**config.mk**
```make
export PLATFORM = sky130hd
export DESIGN_NAME = swc_ctrl
export DESIGN_NICKNAME = d
export VERILOG_FILES = /design/src/swc_pkg.sv /design/src/swc_ctrl.sv
export SDC_FILE = /design/constraint.sdc
export NUM_CORES = 1
export LEC_CHECK = 0
export ABC_AREA = 1
export ABC_CLOCK_PERIOD_IN_PS = 2800
export BUFFER_PORTS_ARGS = -buffer_cell sky130_fd_sc_hd__buf_2
export CAP_MARGIN = 30
export CORE_MARGIN = 2
export CORE_UTILIZATION = 47
export DETAILED_ROUTE_END_ITERATION = 6
export PLACE_DENSITY = 0.87
export SLEW_MARGIN = 30
export SYNTH_ARGS = -nofsm -noshare
export SYNTH_HDL_FRONTEND = slang
export SYNTH_SLANG_ARGS = --single-unit
export TNS_END_PERCENT = 30
```
**constraint.sdc**
```tcl
create_clock -name clk_sys_i -period 2.8 [get_ports clk_sys_i]
set_input_delay 0.7 -clock clk_sys_i [delete_from_list [all_inputs] [get_ports clk_sys_i]]
set_output_delay 0.7 -clock clk_sys_i [all_outputs]
set_load 0.1 [all_outputs]
```
**src/swc_pkg.sv**
```systemverilog
/*
  Shared constants and types of the stop and wait mode entry controller:
  register offsets, field positions, reset values, drain timing, mode states.
  Assumes a 25 MHz system clock and a 32-bit APB register bus.
*/
package swc_pkg;

  ////////////////////////////////////////////////////////////////////////////
  // Register map (byte addresses)
  localparam logic [7:0] ADDR_PROTECT = 8'h00;
  localparam logic [7:0] ADDR_CLK_CTRL_TWO = 8'h04;
  localparam logic [7:0] ADDR_WAKE_LEVEL = 8'h08;
  localparam logic [7:0] ADDR_STATUS = 8'h0c;

  ////////////////////////////////////////////////////////////////////////////
  // Field positions and widths
  localparam int UNPROTECT_POS = 0;
  localparam int STOP_BIT_POS = 0;
  localparam int WAKE_LSB = 0;
  localparam int WAKE_W = 3;
  localparam int ST_STOP_POS = 0;
  localparam int ST_WAIT_POS = 1;
  localparam int ST_NMI_POS = 2;

  ////////////////////////////////////////////////////////////////////////////
  // Reset values
  localparam logic UNPROTECT_RST = 1'b0;
  localparam logic STOP_BIT_RST = 1'b0;
  localparam logic [2:0] WAKE_LEVEL_RST = 3'h0;
  localparam logic [31:0] RDATA_ZERO = 32'h0000_0000;
  // Vector reported for a wake by the non-maskable interrupt; value is arbitrary
  localparam logic [5:0] NMI_VECTOR = 6'h3f;

  ////////////////////////////////////////////////////////////////////////////
  // Timing
  localparam int CLK_PERIOD_NS = 40;
  localparam int PREFETCH_DRAIN_NS = 80;
  localparam int PREFETCH_DRAIN_CYC = (PREFETCH_DRAIN_NS + CLK_PERIOD_NS - 1) / CLK_PERIOD_NS;
  localparam logic [1:0] DRAIN_LAST = 2'(PREFETCH_DRAIN_CYC - 1);

  ////////////////////////////////////////////////////////////////////////////
  // Types
  typedef enum logic [2:0] {
    SWC_RUN,
    SWC_STOP_PEND,
    SWC_STOP,
    SWC_WAIT_PEND,
    SWC_WAIT
  } swc_state_e;

  typedef struct packed {
    logic req;
    logic [2:0] level;
    logic [5:0] vector;
  } swc_irq_s;

  typedef struct packed {
    logic cpu_clk_en;
    logic periph_clk_en;
  } swc_clk_s;

endpackage
```
**src/swc_ctrl.sv**
```systemverilog
/*
  Stop and wait mode entry controller: APB registers for the clock write
  unprotect bit, the all clocks stop bit and the minimum wake priority field,
  the low power mode sequencer and the clock enables it drives.
  Assumes the highest pending interrupt, the processor priority level and the
  global interrupt enable flag arrive from logic on the same clock, and that
  the NMI pin is asynchronous and active low. This block itself never stops.
*/
// Behaviour
// - Writing 1 to the all clocks stop bit halts the CPU and peripheral clocks and enters stop mode.
// - A write to the all clocks stop bit takes effect only while the unprotect bit is 1.
// - A three-bit minimum wake level is held, and only the NMI or interrupts above it end stop or wait mode.
// - Prefetched instructions may still run for a short drain time before the clocks actually stop.
`timescale 1ns/1ps

module swc_ctrl
(
  // Clock and reset
  input wire logic clk_sys_i,
  input wire logic rst_i,
  // APB slave
  input wire logic psel_i,
  input wire logic penable_i,
  input wire logic pwrite_i,
  input wire logic [7:0] paddr_i,
  input wire logic [31:0] pwdata_i,
  output logic [31:0] prdata_o,
  output logic pready_o,
  output logic pslverr_o,
  // CPU side
  input wire swc_pkg::swc_irq_s irq_i,
  input wire logic [2:0] ipl_i,
  input wire logic irq_enable_flag_i,
  input wire logic wait_instr_i,
  input wire logic nmi_pin_n_i,
  // Clock control and wake report
  output swc_pkg::swc_clk_s clk_en_o,
  output logic stop_mode_o,
  output logic wait_mode_o,
  output logic wake_o,
  output logic wake_nmi_o,
  output logic [5:0] wake_vector_o
);

  ////////////////////////////////////////////////////////////////////////////
  // NMI pin synchroniser and falling edge
  logic nmi_sync1_reg;
  logic nmi_sync2_reg;
  logic nmi_prev_reg;
  logic nmi_event;

  always_ff @(posedge clk_sys_i)
  begin
    if (rst_i)
    begin
      nmi_sync1_reg <= 1'b1;
      nmi_sync2_reg <= 1'b1;
      nmi_prev_reg <= 1'b1;
    end
    else
    begin
      nmi_sync1_reg <= nmi_pin_n_i;
      nmi_sync2_reg <= nmi_sync1_reg;
      nmi_prev_reg <= nmi_sync2_reg;
    end
  end

  assign nmi_event = nmi_prev_reg & ~nmi_sync2_reg;

  ////////////////////////////////////////////////////////////////////////////
  // State
  swc_pkg::swc_state_e state_reg;
  swc_pkg::swc_state_e state_next;
  logic [1:0] drain_cnt_reg;
  logic [1:0] drain_cnt_next;
  logic unprotect_reg;
  logic unprotect_next;
  logic stop_bit_reg;
  logic stop_bit_next;
  logic [2:0] wake_level_reg;
  logic [2:0] wake_level_next;
  logic nmi_woke_reg;
  logic nmi_woke_next;
  logic [31:0] prdata_next;
  logic pslverr_next;
  swc_pkg::swc_clk_s clk_en_next;
  logic wake_next;
  logic [5:0] wake_vector_next;

  logic setup_phase;
  logic wr_access;
  logic wr_ctl;
  logic stop_acc;
  logic irq_qual;
  logic wake_any;
  logic in_low_power;
  logic addr_ok;

  assign pready_o = 1'b1;
  assign setup_phase = psel_i & ~penable_i;
  assign wr_access = psel_i & penable_i & pwrite_i;
  assign wr_ctl = wr_access && (paddr_i == swc_pkg::ADDR_CLK_CTRL_TWO);
  // Stop request only counts while unprotected and running
  assign stop_acc = wr_ctl && unprotect_reg && pwdata_i[swc_pkg::STOP_BIT_POS] &&
                    (state_reg == swc_pkg::SWC_RUN);
  // Wake needs a level above both the wake field and the processor level
  assign irq_qual = irq_i.req && irq_enable_flag_i && (irq_i.level > wake_level_reg) &&
                    (irq_i.level > ipl_i);
  assign wake_any = irq_qual | nmi_event;
  assign in_low_power = (state_reg != swc_pkg::SWC_RUN);
  assign addr_ok = (paddr_i == swc_pkg::ADDR_PROTECT) || (paddr_i == swc_pkg::ADDR_CLK_CTRL_TWO) ||
                   (paddr_i == swc_pkg::ADDR_WAKE_LEVEL) || (paddr_i == swc_pkg::ADDR_STATUS);

  ////////////////////////////////////////////////////////////////////////////
  // Next state
  always_comb
  begin
    state_next = state_reg;
    drain_cnt_next = drain_cnt_reg;
    unprotect_next = unprotect_reg;
    stop_bit_next = stop_bit_reg;
    wake_level_next = wake_level_reg;
    nmi_woke_next = nmi_woke_reg;
    prdata_next = prdata_o;
    pslverr_next = pslverr_o;
    wake_next = 1'b0;
    wake_vector_next = wake_vector_o;

    // Register writes
    if (wr_access && (paddr_i == swc_pkg::ADDR_PROTECT))
    begin
      unprotect_next = pwdata_i[swc_pkg::UNPROTECT_POS];
    end
    if (wr_ctl && unprotect_reg && (state_reg == swc_pkg::SWC_RUN))
    begin
      stop_bit_next = pwdata_i[swc_pkg::STOP_BIT_POS];
    end
    if (wr_access && (paddr_i == swc_pkg::ADDR_WAKE_LEVEL))
    begin
      wake_level_next = pwdata_i[swc_pkg::WAKE_LSB +: swc_pkg::WAKE_W];
    end

    // Read data and error prepared in the setup phase
    if (setup_phase)
    begin
      prdata_next = swc_pkg::RDATA_ZERO;
      pslverr_next = ~addr_ok;
      if (!pwrite_i)
      begin
        case (paddr_i)
          swc_pkg::ADDR_PROTECT: prdata_next[swc_pkg::UNPROTECT_POS] = unprotect_reg;
          swc_pkg::ADDR_CLK_CTRL_TWO: prdata_next[swc_pkg::STOP_BIT_POS] = stop_bit_reg;
          swc_pkg::ADDR_WAKE_LEVEL: prdata_next[swc_pkg::WAKE_LSB +: swc_pkg::WAKE_W] = wake_level_reg;
          swc_pkg::ADDR_STATUS:
          begin
            prdata_next[swc_pkg::ST_STOP_POS] = stop_mode_o;
            prdata_next[swc_pkg::ST_WAIT_POS] = wait_mode_o;
            prdata_next[swc_pkg::ST_NMI_POS] = nmi_woke_reg;
          end
          default: prdata_next = swc_pkg::RDATA_ZERO;
        endcase
      end
    end

    // Mode sequencer
    case (state_reg)
      swc_pkg::SWC_RUN:
      begin
        drain_cnt_next = 2'h0;
        if (stop_acc)
        begin
          state_next = swc_pkg::SWC_STOP_PEND;
        end
        else if (wait_instr_i)
        begin
          state_next = swc_pkg::SWC_WAIT_PEND;
        end
      end
      swc_pkg::SWC_STOP_PEND, swc_pkg::SWC_WAIT_PEND:
      begin
        // Prefetched instructions keep running until the drain ends
        if (!wake_any)
        begin
          drain_cnt_next = 2'(drain_cnt_reg + 2'h1);
          if (drain_cnt_reg == swc_pkg::DRAIN_LAST)
          begin
            state_next = (state_reg == swc_pkg::SWC_STOP_PEND) ? swc_pkg::SWC_STOP : swc_pkg::SWC_WAIT;
          end
        end
      end
      swc_pkg::SWC_STOP, swc_pkg::SWC_WAIT:
      begin
        drain_cnt_next = 2'h0;
      end
      default:
      begin
        state_next = swc_pkg::SWC_RUN;
        drain_cnt_next = 2'h0;
      end
    endcase

    // Wake from any low power state or drain
    if (in_low_power && wake_any)
    begin
      state_next = swc_pkg::SWC_RUN;
      drain_cnt_next = 2'h0;
      stop_bit_next = 1'b0;
      wake_next = 1'b1;
      wake_vector_next = nmi_event ? swc_pkg::NMI_VECTOR : irq_i.vector;
      nmi_woke_next = nmi_event;
    end

    // Clock enables follow the next state
    clk_en_next.cpu_clk_en = (state_next != swc_pkg::SWC_STOP) && (state_next != swc_pkg::SWC_WAIT);
    clk_en_next.periph_clk_en = (state_next != swc_pkg::SWC_STOP);
  end

  ////////////////////////////////////////////////////////////////////////////
  // Registers
  always_ff @(posedge clk_sys_i)
  begin
    if (rst_i)
    begin
      state_reg <= swc_pkg::SWC_RUN;
      drain_cnt_reg <= 2'h0;
      unprotect_reg <= swc_pkg::UNPROTECT_RST;
      stop_bit_reg <= swc_pkg::STOP_BIT_RST;
      wake_level_reg <= swc_pkg::WAKE_LEVEL_RST;
      nmi_woke_reg <= 1'b0;
      prdata_o <= swc_pkg::RDATA_ZERO;
      pslverr_o <= 1'b0;
      clk_en_o <= 2'h3;
      stop_mode_o <= 1'b0;
      wait_mode_o <= 1'b0;
      wake_o <= 1'b0;
      wake_nmi_o <= 1'b0;
      wake_vector_o <= 6'h00;
    end
    else
    begin
      state_reg <= state_next;
      drain_cnt_reg <= drain_cnt_next;
      unprotect_reg <= unprotect_next;
      stop_bit_reg <= stop_bit_next;
      wake_level_reg <= wake_level_next;
      nmi_woke_reg <= nmi_woke_next;
      prdata_o <= prdata_next;
      pslverr_o <= pslverr_next;
      clk_en_o <= clk_en_next;
      stop_mode_o <= (state_next == swc_pkg::SWC_STOP);
      wait_mode_o <= (state_next == swc_pkg::SWC_WAIT);
      wake_o <= wake_next;
      wake_nmi_o <= wake_next & nmi_event;
      wake_vector_o <= wake_vector_next;
    end
  end

  ////////////////////////////////////////////////////////////////////////////
  // Checks
  chk_stop_halts_clocks: assert property (@(posedge clk_sys_i) disable iff (rst_i)
    stop_mode_o |-> (!clk_en_o.cpu_clk_en && !clk_en_o.periph_clk_en))
    else $error("clocks running in stop mode");

  chk_stop_entry_time: assert property (@(posedge clk_sys_i) disable iff (rst_i)
    stop_acc |=> clk_en_o.cpu_clk_en [*2] ##1 (stop_mode_o || wake_o || $past(wake_o)))
    else $error("stop entry not after the prefetch drain");

  chk_protect_blocks: assert property (@(posedge clk_sys_i) disable iff (rst_i)
    (wr_ctl && !unprotect_reg) |=> ($stable(stop_bit_reg) && !stop_mode_o && !$rose(drain_cnt_reg[0])))
    else $error("protected stop bit changed");

  chk_wake_above_level: assert property (@(posedge clk_sys_i) disable iff (rst_i)
    (wake_o && !wake_nmi_o) |-> (($past(irq_i.level) > $past(wake_level_reg)) &&
                                 ($past(irq_i.level) > $past(ipl_i))))
    else $error("wake by an interrupt at or below the wake level");

  chk_low_irq_stays: assert property (@(posedge clk_sys_i) disable iff (rst_i)
    (stop_mode_o && !nmi_event && (irq_i.level <= wake_level_reg)) |=> stop_mode_o)
    else $error("stop mode left by a non-qualifying interrupt");

  chk_wake_restarts: assert property (@(posedge clk_sys_i) disable iff (rst_i)
    ($past(stop_mode_o) && wake_o) |-> (clk_en_o.cpu_clk_en && clk_en_o.periph_clk_en &&
                                       !stop_mode_o && !stop_bit_reg &&
                                       (wake_nmi_o || (wake_vector_o == $past(irq_i.vector)))))
    else $error("wake did not restart clocks or vector");

  chk_wake_any_state: assert property (@(posedge clk_sys_i) disable iff (rst_i)
    (in_low_power && wake_any) |=> (wake_o && clk_en_o.cpu_clk_en && clk_en_o.periph_clk_en &&
                                     !stop_mode_o && !wait_mode_o))
    else $error("wake did not return to run");

  chk_wake_one_cycle: assert property (@(posedge clk_sys_i) disable iff (rst_i)
    wake_o |=> !wake_o)
    else $error("wake pulse longer than one cycle");

  chk_stop_unprotected: assert property (@(posedge clk_sys_i) disable iff (rst_i)
    $rose(stop_mode_o) |-> $past(unprotect_reg, 3))
    else $error("stop mode entered without unprotect");

endmodule

```
# ---- After elaboration in Yosys (flattened, before gate mapping)
# Index checks and enable logic that the tools add are counted.
dict set report word_totals {
  output_inout_bits 46
  regBits 59
}
dict set report op_classes {
  n_reduce_logical 22
  n_addsub 1
  eq_ne 12
  bitwise 10
  n_mux 12
  magnitude_cmp 2
}
# operator n
set ops {}
lappend ops {{$mux 3} 7}
lappend ops {{$eq 8x4->1 const B} 2}
lappend ops {{$logic_and 1x1->1} 12}
lappend ops {{$eq 3x2->1 const B} 3}
lappend ops {{$pmux 3 s3} 1}
lappend ops {{$eq 8x3->1 const B} 1}
lappend ops {{$logic_not 8->1} 1}
lappend ops {{$eq 3x3->1 const B} 2}
lappend ops {{$gt 3x3->1} 2}
lappend ops {{$mux 6} 1}
lappend ops {{$reduce_or 2->1} 3}
lappend ops {{$and 1x1->1} 5}
lappend ops {{$not 1->1} 4}
lappend ops {{$pmux 1 s4} 1}
lappend ops {{$pmux 2 s2} 1}
lappend ops {{$eq 3x1->1 const B} 1}
lappend ops {{$logic_not 3->1} 1}
lappend ops {{$logic_or 1x1->1} 3}
lappend ops {{$ne 3x2->1 const B} 1}
lappend ops {{$ne 3x3->1 const B} 1}
lappend ops {{$reduce_bool 3->1} 1}
lappend ops {{$reduce_or 3->1} 1}
lappend ops {{$add 2x1->2 const B} 1}
lappend ops {{$eq 2x1->1 const B} 1}
lappend ops {{other kinds (2)} 2}

# ---- Depth between registers and ports, before layout
dict set report depth {
  word_depth 11
  ltp_mapped 14
  ltp_nobuf 14
}

# ---- Worst setup path before layout
# No wires, ideal clock.
dict set report synth_path {
  kind {input port to flip-flop}
  from {input irq_i[6] in the netlist's numbering}
  to {register clk_en_o[0] in the netlist's numbering}
  setup_slack_ps 858
  t_required_ps 2689
  stages 14
  t_arrival_ps 1831
  cell_sequence {inv_1 ha_1 nand3_1 nand2_1 nor2_2 nand3_2 nand2_4 nand2_1 nand2_1 nand2_1 nand2_2 nand3_2 nor2_2 inv_2}
}
dict set report synth_via {
  elab_chain_cells 8
}
# element line
set synth_rtl {}
lappend synth_rtl {{from (decl)} swc_ctrl.sv:31} ;# input wire swc_pkg::swc_irq_s irq_i,
lappend synth_rtl {{$gt 3x3->1} swc_ctrl.sv:107} ;# assign irq_qual = irq_i.req && irq_enable_flag_i && (irq_i.level > wake_level_reg) &&
lappend synth_rtl {{$logic_and 1x1->1} swc_ctrl.sv:107}
lappend synth_rtl {{$logic_and 1x1->1 (*)} swc_ctrl.sv:107}
lappend synth_rtl {{$or 1x1->1 (*)} swc_ctrl.sv:109} ;# assign wake_any = irq_qual | nmi_event;
lappend synth_rtl {{$mux 3} swc_ctrl.sv:182} ;# if (!wake_any)
lappend synth_rtl {{$pmux 3 s3} swc_ctrl.sv:166} ;# case (state_reg)
lappend synth_rtl {{$mux 3 (*)} swc_ctrl.sv:203} ;# if (in_low_power && wake_any)
lappend synth_rtl {{$ne 3x2->1 (*)} swc_ctrl.sv:215} ;# clk_en_next.periph_clk_en = (state_next != swc_pkg::SWC_STOP);
lappend synth_rtl {{to (signal assigned)} swc_ctrl.sv:249} ;# clk_en_o <= clk_en_next;
lappend synth_rtl {{to (decl)} swc_ctrl.sv:37} ;# output swc_pkg::swc_clk_s clk_en_o,
# Mark *: on every way between the ends. The rest lies on a longest branch, timed or not.
# A chain may end at the register's enable or synchronous reset.

# ---- Final worst setup path
dict set report layout_path {
  from {input irq_i[8] in the netlist's numbering}
  to {register clk_en_o[0] in the netlist's numbering}
}
# The elaborated chain is that of the path after synthesis.

==> results.md <==
- CP startpoint: irq_i[8]
- Root buf cell: clkbuf_8
- Detailed-route via count: 1,459
- Synth warn: 0
- Diodes inserted: 0
- Pre-antenna DRT Iters: 4
- Area share of the largest cell type after synthesis: 33.6%
- Die width: around 66 um
- Cell taking the most area after synthesis: dfxtp_1
- Hold path startpoint: nmi_sync1_reg
- Fraction of layout cells with a size suffix above 1: approximately a third
- Max Fclk: 0.524 GHz
- Run status: completed
- Initial Utilization: 48.8%
- Die Y: between 60 and 70 um
- Unrepaired setup endpoints after global routing: no
- PostCTS Resize Cnt: 0
- Gr ovfl total: 0
- First-pass GRT wire length: 5200 um
- Number of enable flip-flop cells after synthesis: 0
- Filler cell count: 369
- Nets: between 300 and 400
- Crit Path Category: input port to register
- Clock transition at path regs: 60 ps
- Area contributors post-synth: dfxtp_1, buf_4, nand2_1
- Initial antenna violation count: 0
- Worst setup margin: 890 ps
- Post-synth top cells: nand2_1, buf_4, dfxtp_1
- Synthesis-to-finish area growth: 12.5%
- Max capacitance violation total: 0
- CTS Sinks: 30
- DP Worst Slack: 596 ps
- Routed len/inst: between 9 and 10 um
- Drc violations: 0
- Synthesized area: 1790 sq um
- Min Tclk post-route: 1910 ps
- Hold/Removal Path Class: register to register
- Library cells used by synthesis: 32
- Remaining antenna violation count: 0
- Leak: 1.04 nW
- Number of global-route vias before repair: 1,316
- Ports: 107
- Final Max Slew Viols: 0
- Avg Inst Size Synth: 7.74 sq um
- Overall routing resource usage: 15.8%
- Via density per instance: approximately 4.5
- Most frequent cell after synthesis: nand2_1
- CP Max Fanout: 5
- Worst skew pair latency: roughly 270 ps
- Ys async rst share: 0%
- Drt total wl: between 3000 and 4000 um
- CP Data Required Time: just under 3000 ps
- RR Startpoint: wake_level_reg[2]
- Syn Inst Count: 231
- CTS max path bufs: 2
- Post-CTS Setup Repair Bufs: 0
- PD cells: between 600 and 700 nW/um^2
- Setup TNS: 0 ps
- CP arrival: ~2100 ps
- Peak supply drop: 0.322 mV
- Row cnt: 22
- Largest net degree at the start of global routing: 15
- Reg with most FFs: wake_vector_o
- H-Tree Depth: 2
- DP HPWL: 2540 um
- CP startpoint kind: input port
- DR iter-0 viols: 36
- Port Buffers: 47
- Kind of end point of the critical path: register
- Final setup violation count: 0
- Synth Register Bits: 30
- Post-CTS Hold Buffers: 0
- Register area: 601 sq um
- Max Clock Skew: 1.70 ps
- Register area share after synthesis: ~34%
- Area of the multi-input gates: 932 sq um
- Inserted Clock Buffers: 5
- Number of flip-flops under the largest register name: 6
- CTS tree: done
- GP Congestion: 0.900
- Core area: 3660 sq um
- Fin crit share: 68.2%
- DIE AREA: 4310 sq um
- Final Hold Vio Count: 0
- Predominant post-synthesis flop cell: dfxtp_1
-- through the flow --
stage                     std cells  power [W]  hold WS (ps)  util (%)  instance area [sq um]
final                           327    0.00131           414      55.0                   2010
after global routing            327    0.00138           452      55.0                   2010
after CTS                       327    0.00133           415      55.0                   2010
after detailed placement        321   0.000995           400      52.7                   1930
after global placement          321   0.000988           392      52.7                   1930
after floorplan                 259   0.000964           389         -                   1890
-- final timing paths --
check / slack (ps) / to / depth (start not counted)
setup / recovery: 890 / clk_en_o[0] / 14
hold / removal: 410 / nmi_sync2_reg / 1
setup reg to reg: 1040 / clk_en_o[0] / 14
hold reg to reg: 410 / nmi_sync2_reg / 1
-- kinds of logic (layout without fill, tap and decap cells) --
logic type | Yosys count | in the layout | share of synthesized area, %
AOI/OAI and AO/OA | 27 | 27 | 8.47
xor gates and xnor gates | 1 | 1 | 0.490
adders and majority gates | 7 | 7 | 4.90
buffers and inverters | 60 | 80 | 20.2
DFF | 30 | 30 | 33.6
other | 2 | 30 | 0.420
and+or+nand+nor | 104 | 104 | 32.0
-- critical path, stage by stage --
cell and delay [ps]:
buf_2 110, ha_1 320, nand3_1 90, nand2_1 60
nor2_2 90, nand3_2 110, nand2_4 120, nand2_1 50
nand2_1 50, nand2_1 60, nand2_2 90, nand3_2 70
nor2_2 110, inv_2 30
-- layout make-up --
type                       instances  share of cell area [%]
multi-input combinational        169                    46.3
sequential                        30                    29.9
timing repair buffer              47                    11.7
inverter                          27                    5.04
clock buffer                       6                    4.10
tap                               48                    2.99
-- power by group --
part	internal, W	switching [W]	total [W]
registers	0.000457	0.0000153	0.000472
clock network	0.000189	0.000137	0.000326
logic	0.0000830	0.000430	0.000513
-- cell usage in the layout (no fill, tap or decap), types with 6 or more instances in the layout --
cell | netlist | routed
a21oi_1 | 10 | 10
buf_2 | 1 | 47
clkbuf_8 | 1 | 6
conb_1 | 2 | 30
dfxtp_1 | 30 | 30
ha_1 | 7 | 7
inv_1 | 19 | 19
inv_2 | 8 | 8
nand2_1 | 46 | 46
nand3_1 | 14 | 14
nor2_1 | 10 | 10
nor2_2 | 9 | 9
o21ai_0 | 10 | 10
-- layer usage --
metal	up-vias	GRT usage [%]	share of wire, %
li1	770	-	-
met1	632	16.9	42
met2	51	28.0	49
met3	6	5.99	7.7
met4	0	5.73	1.4
met5	-	0	0
(Power assumes the default switching activity.)
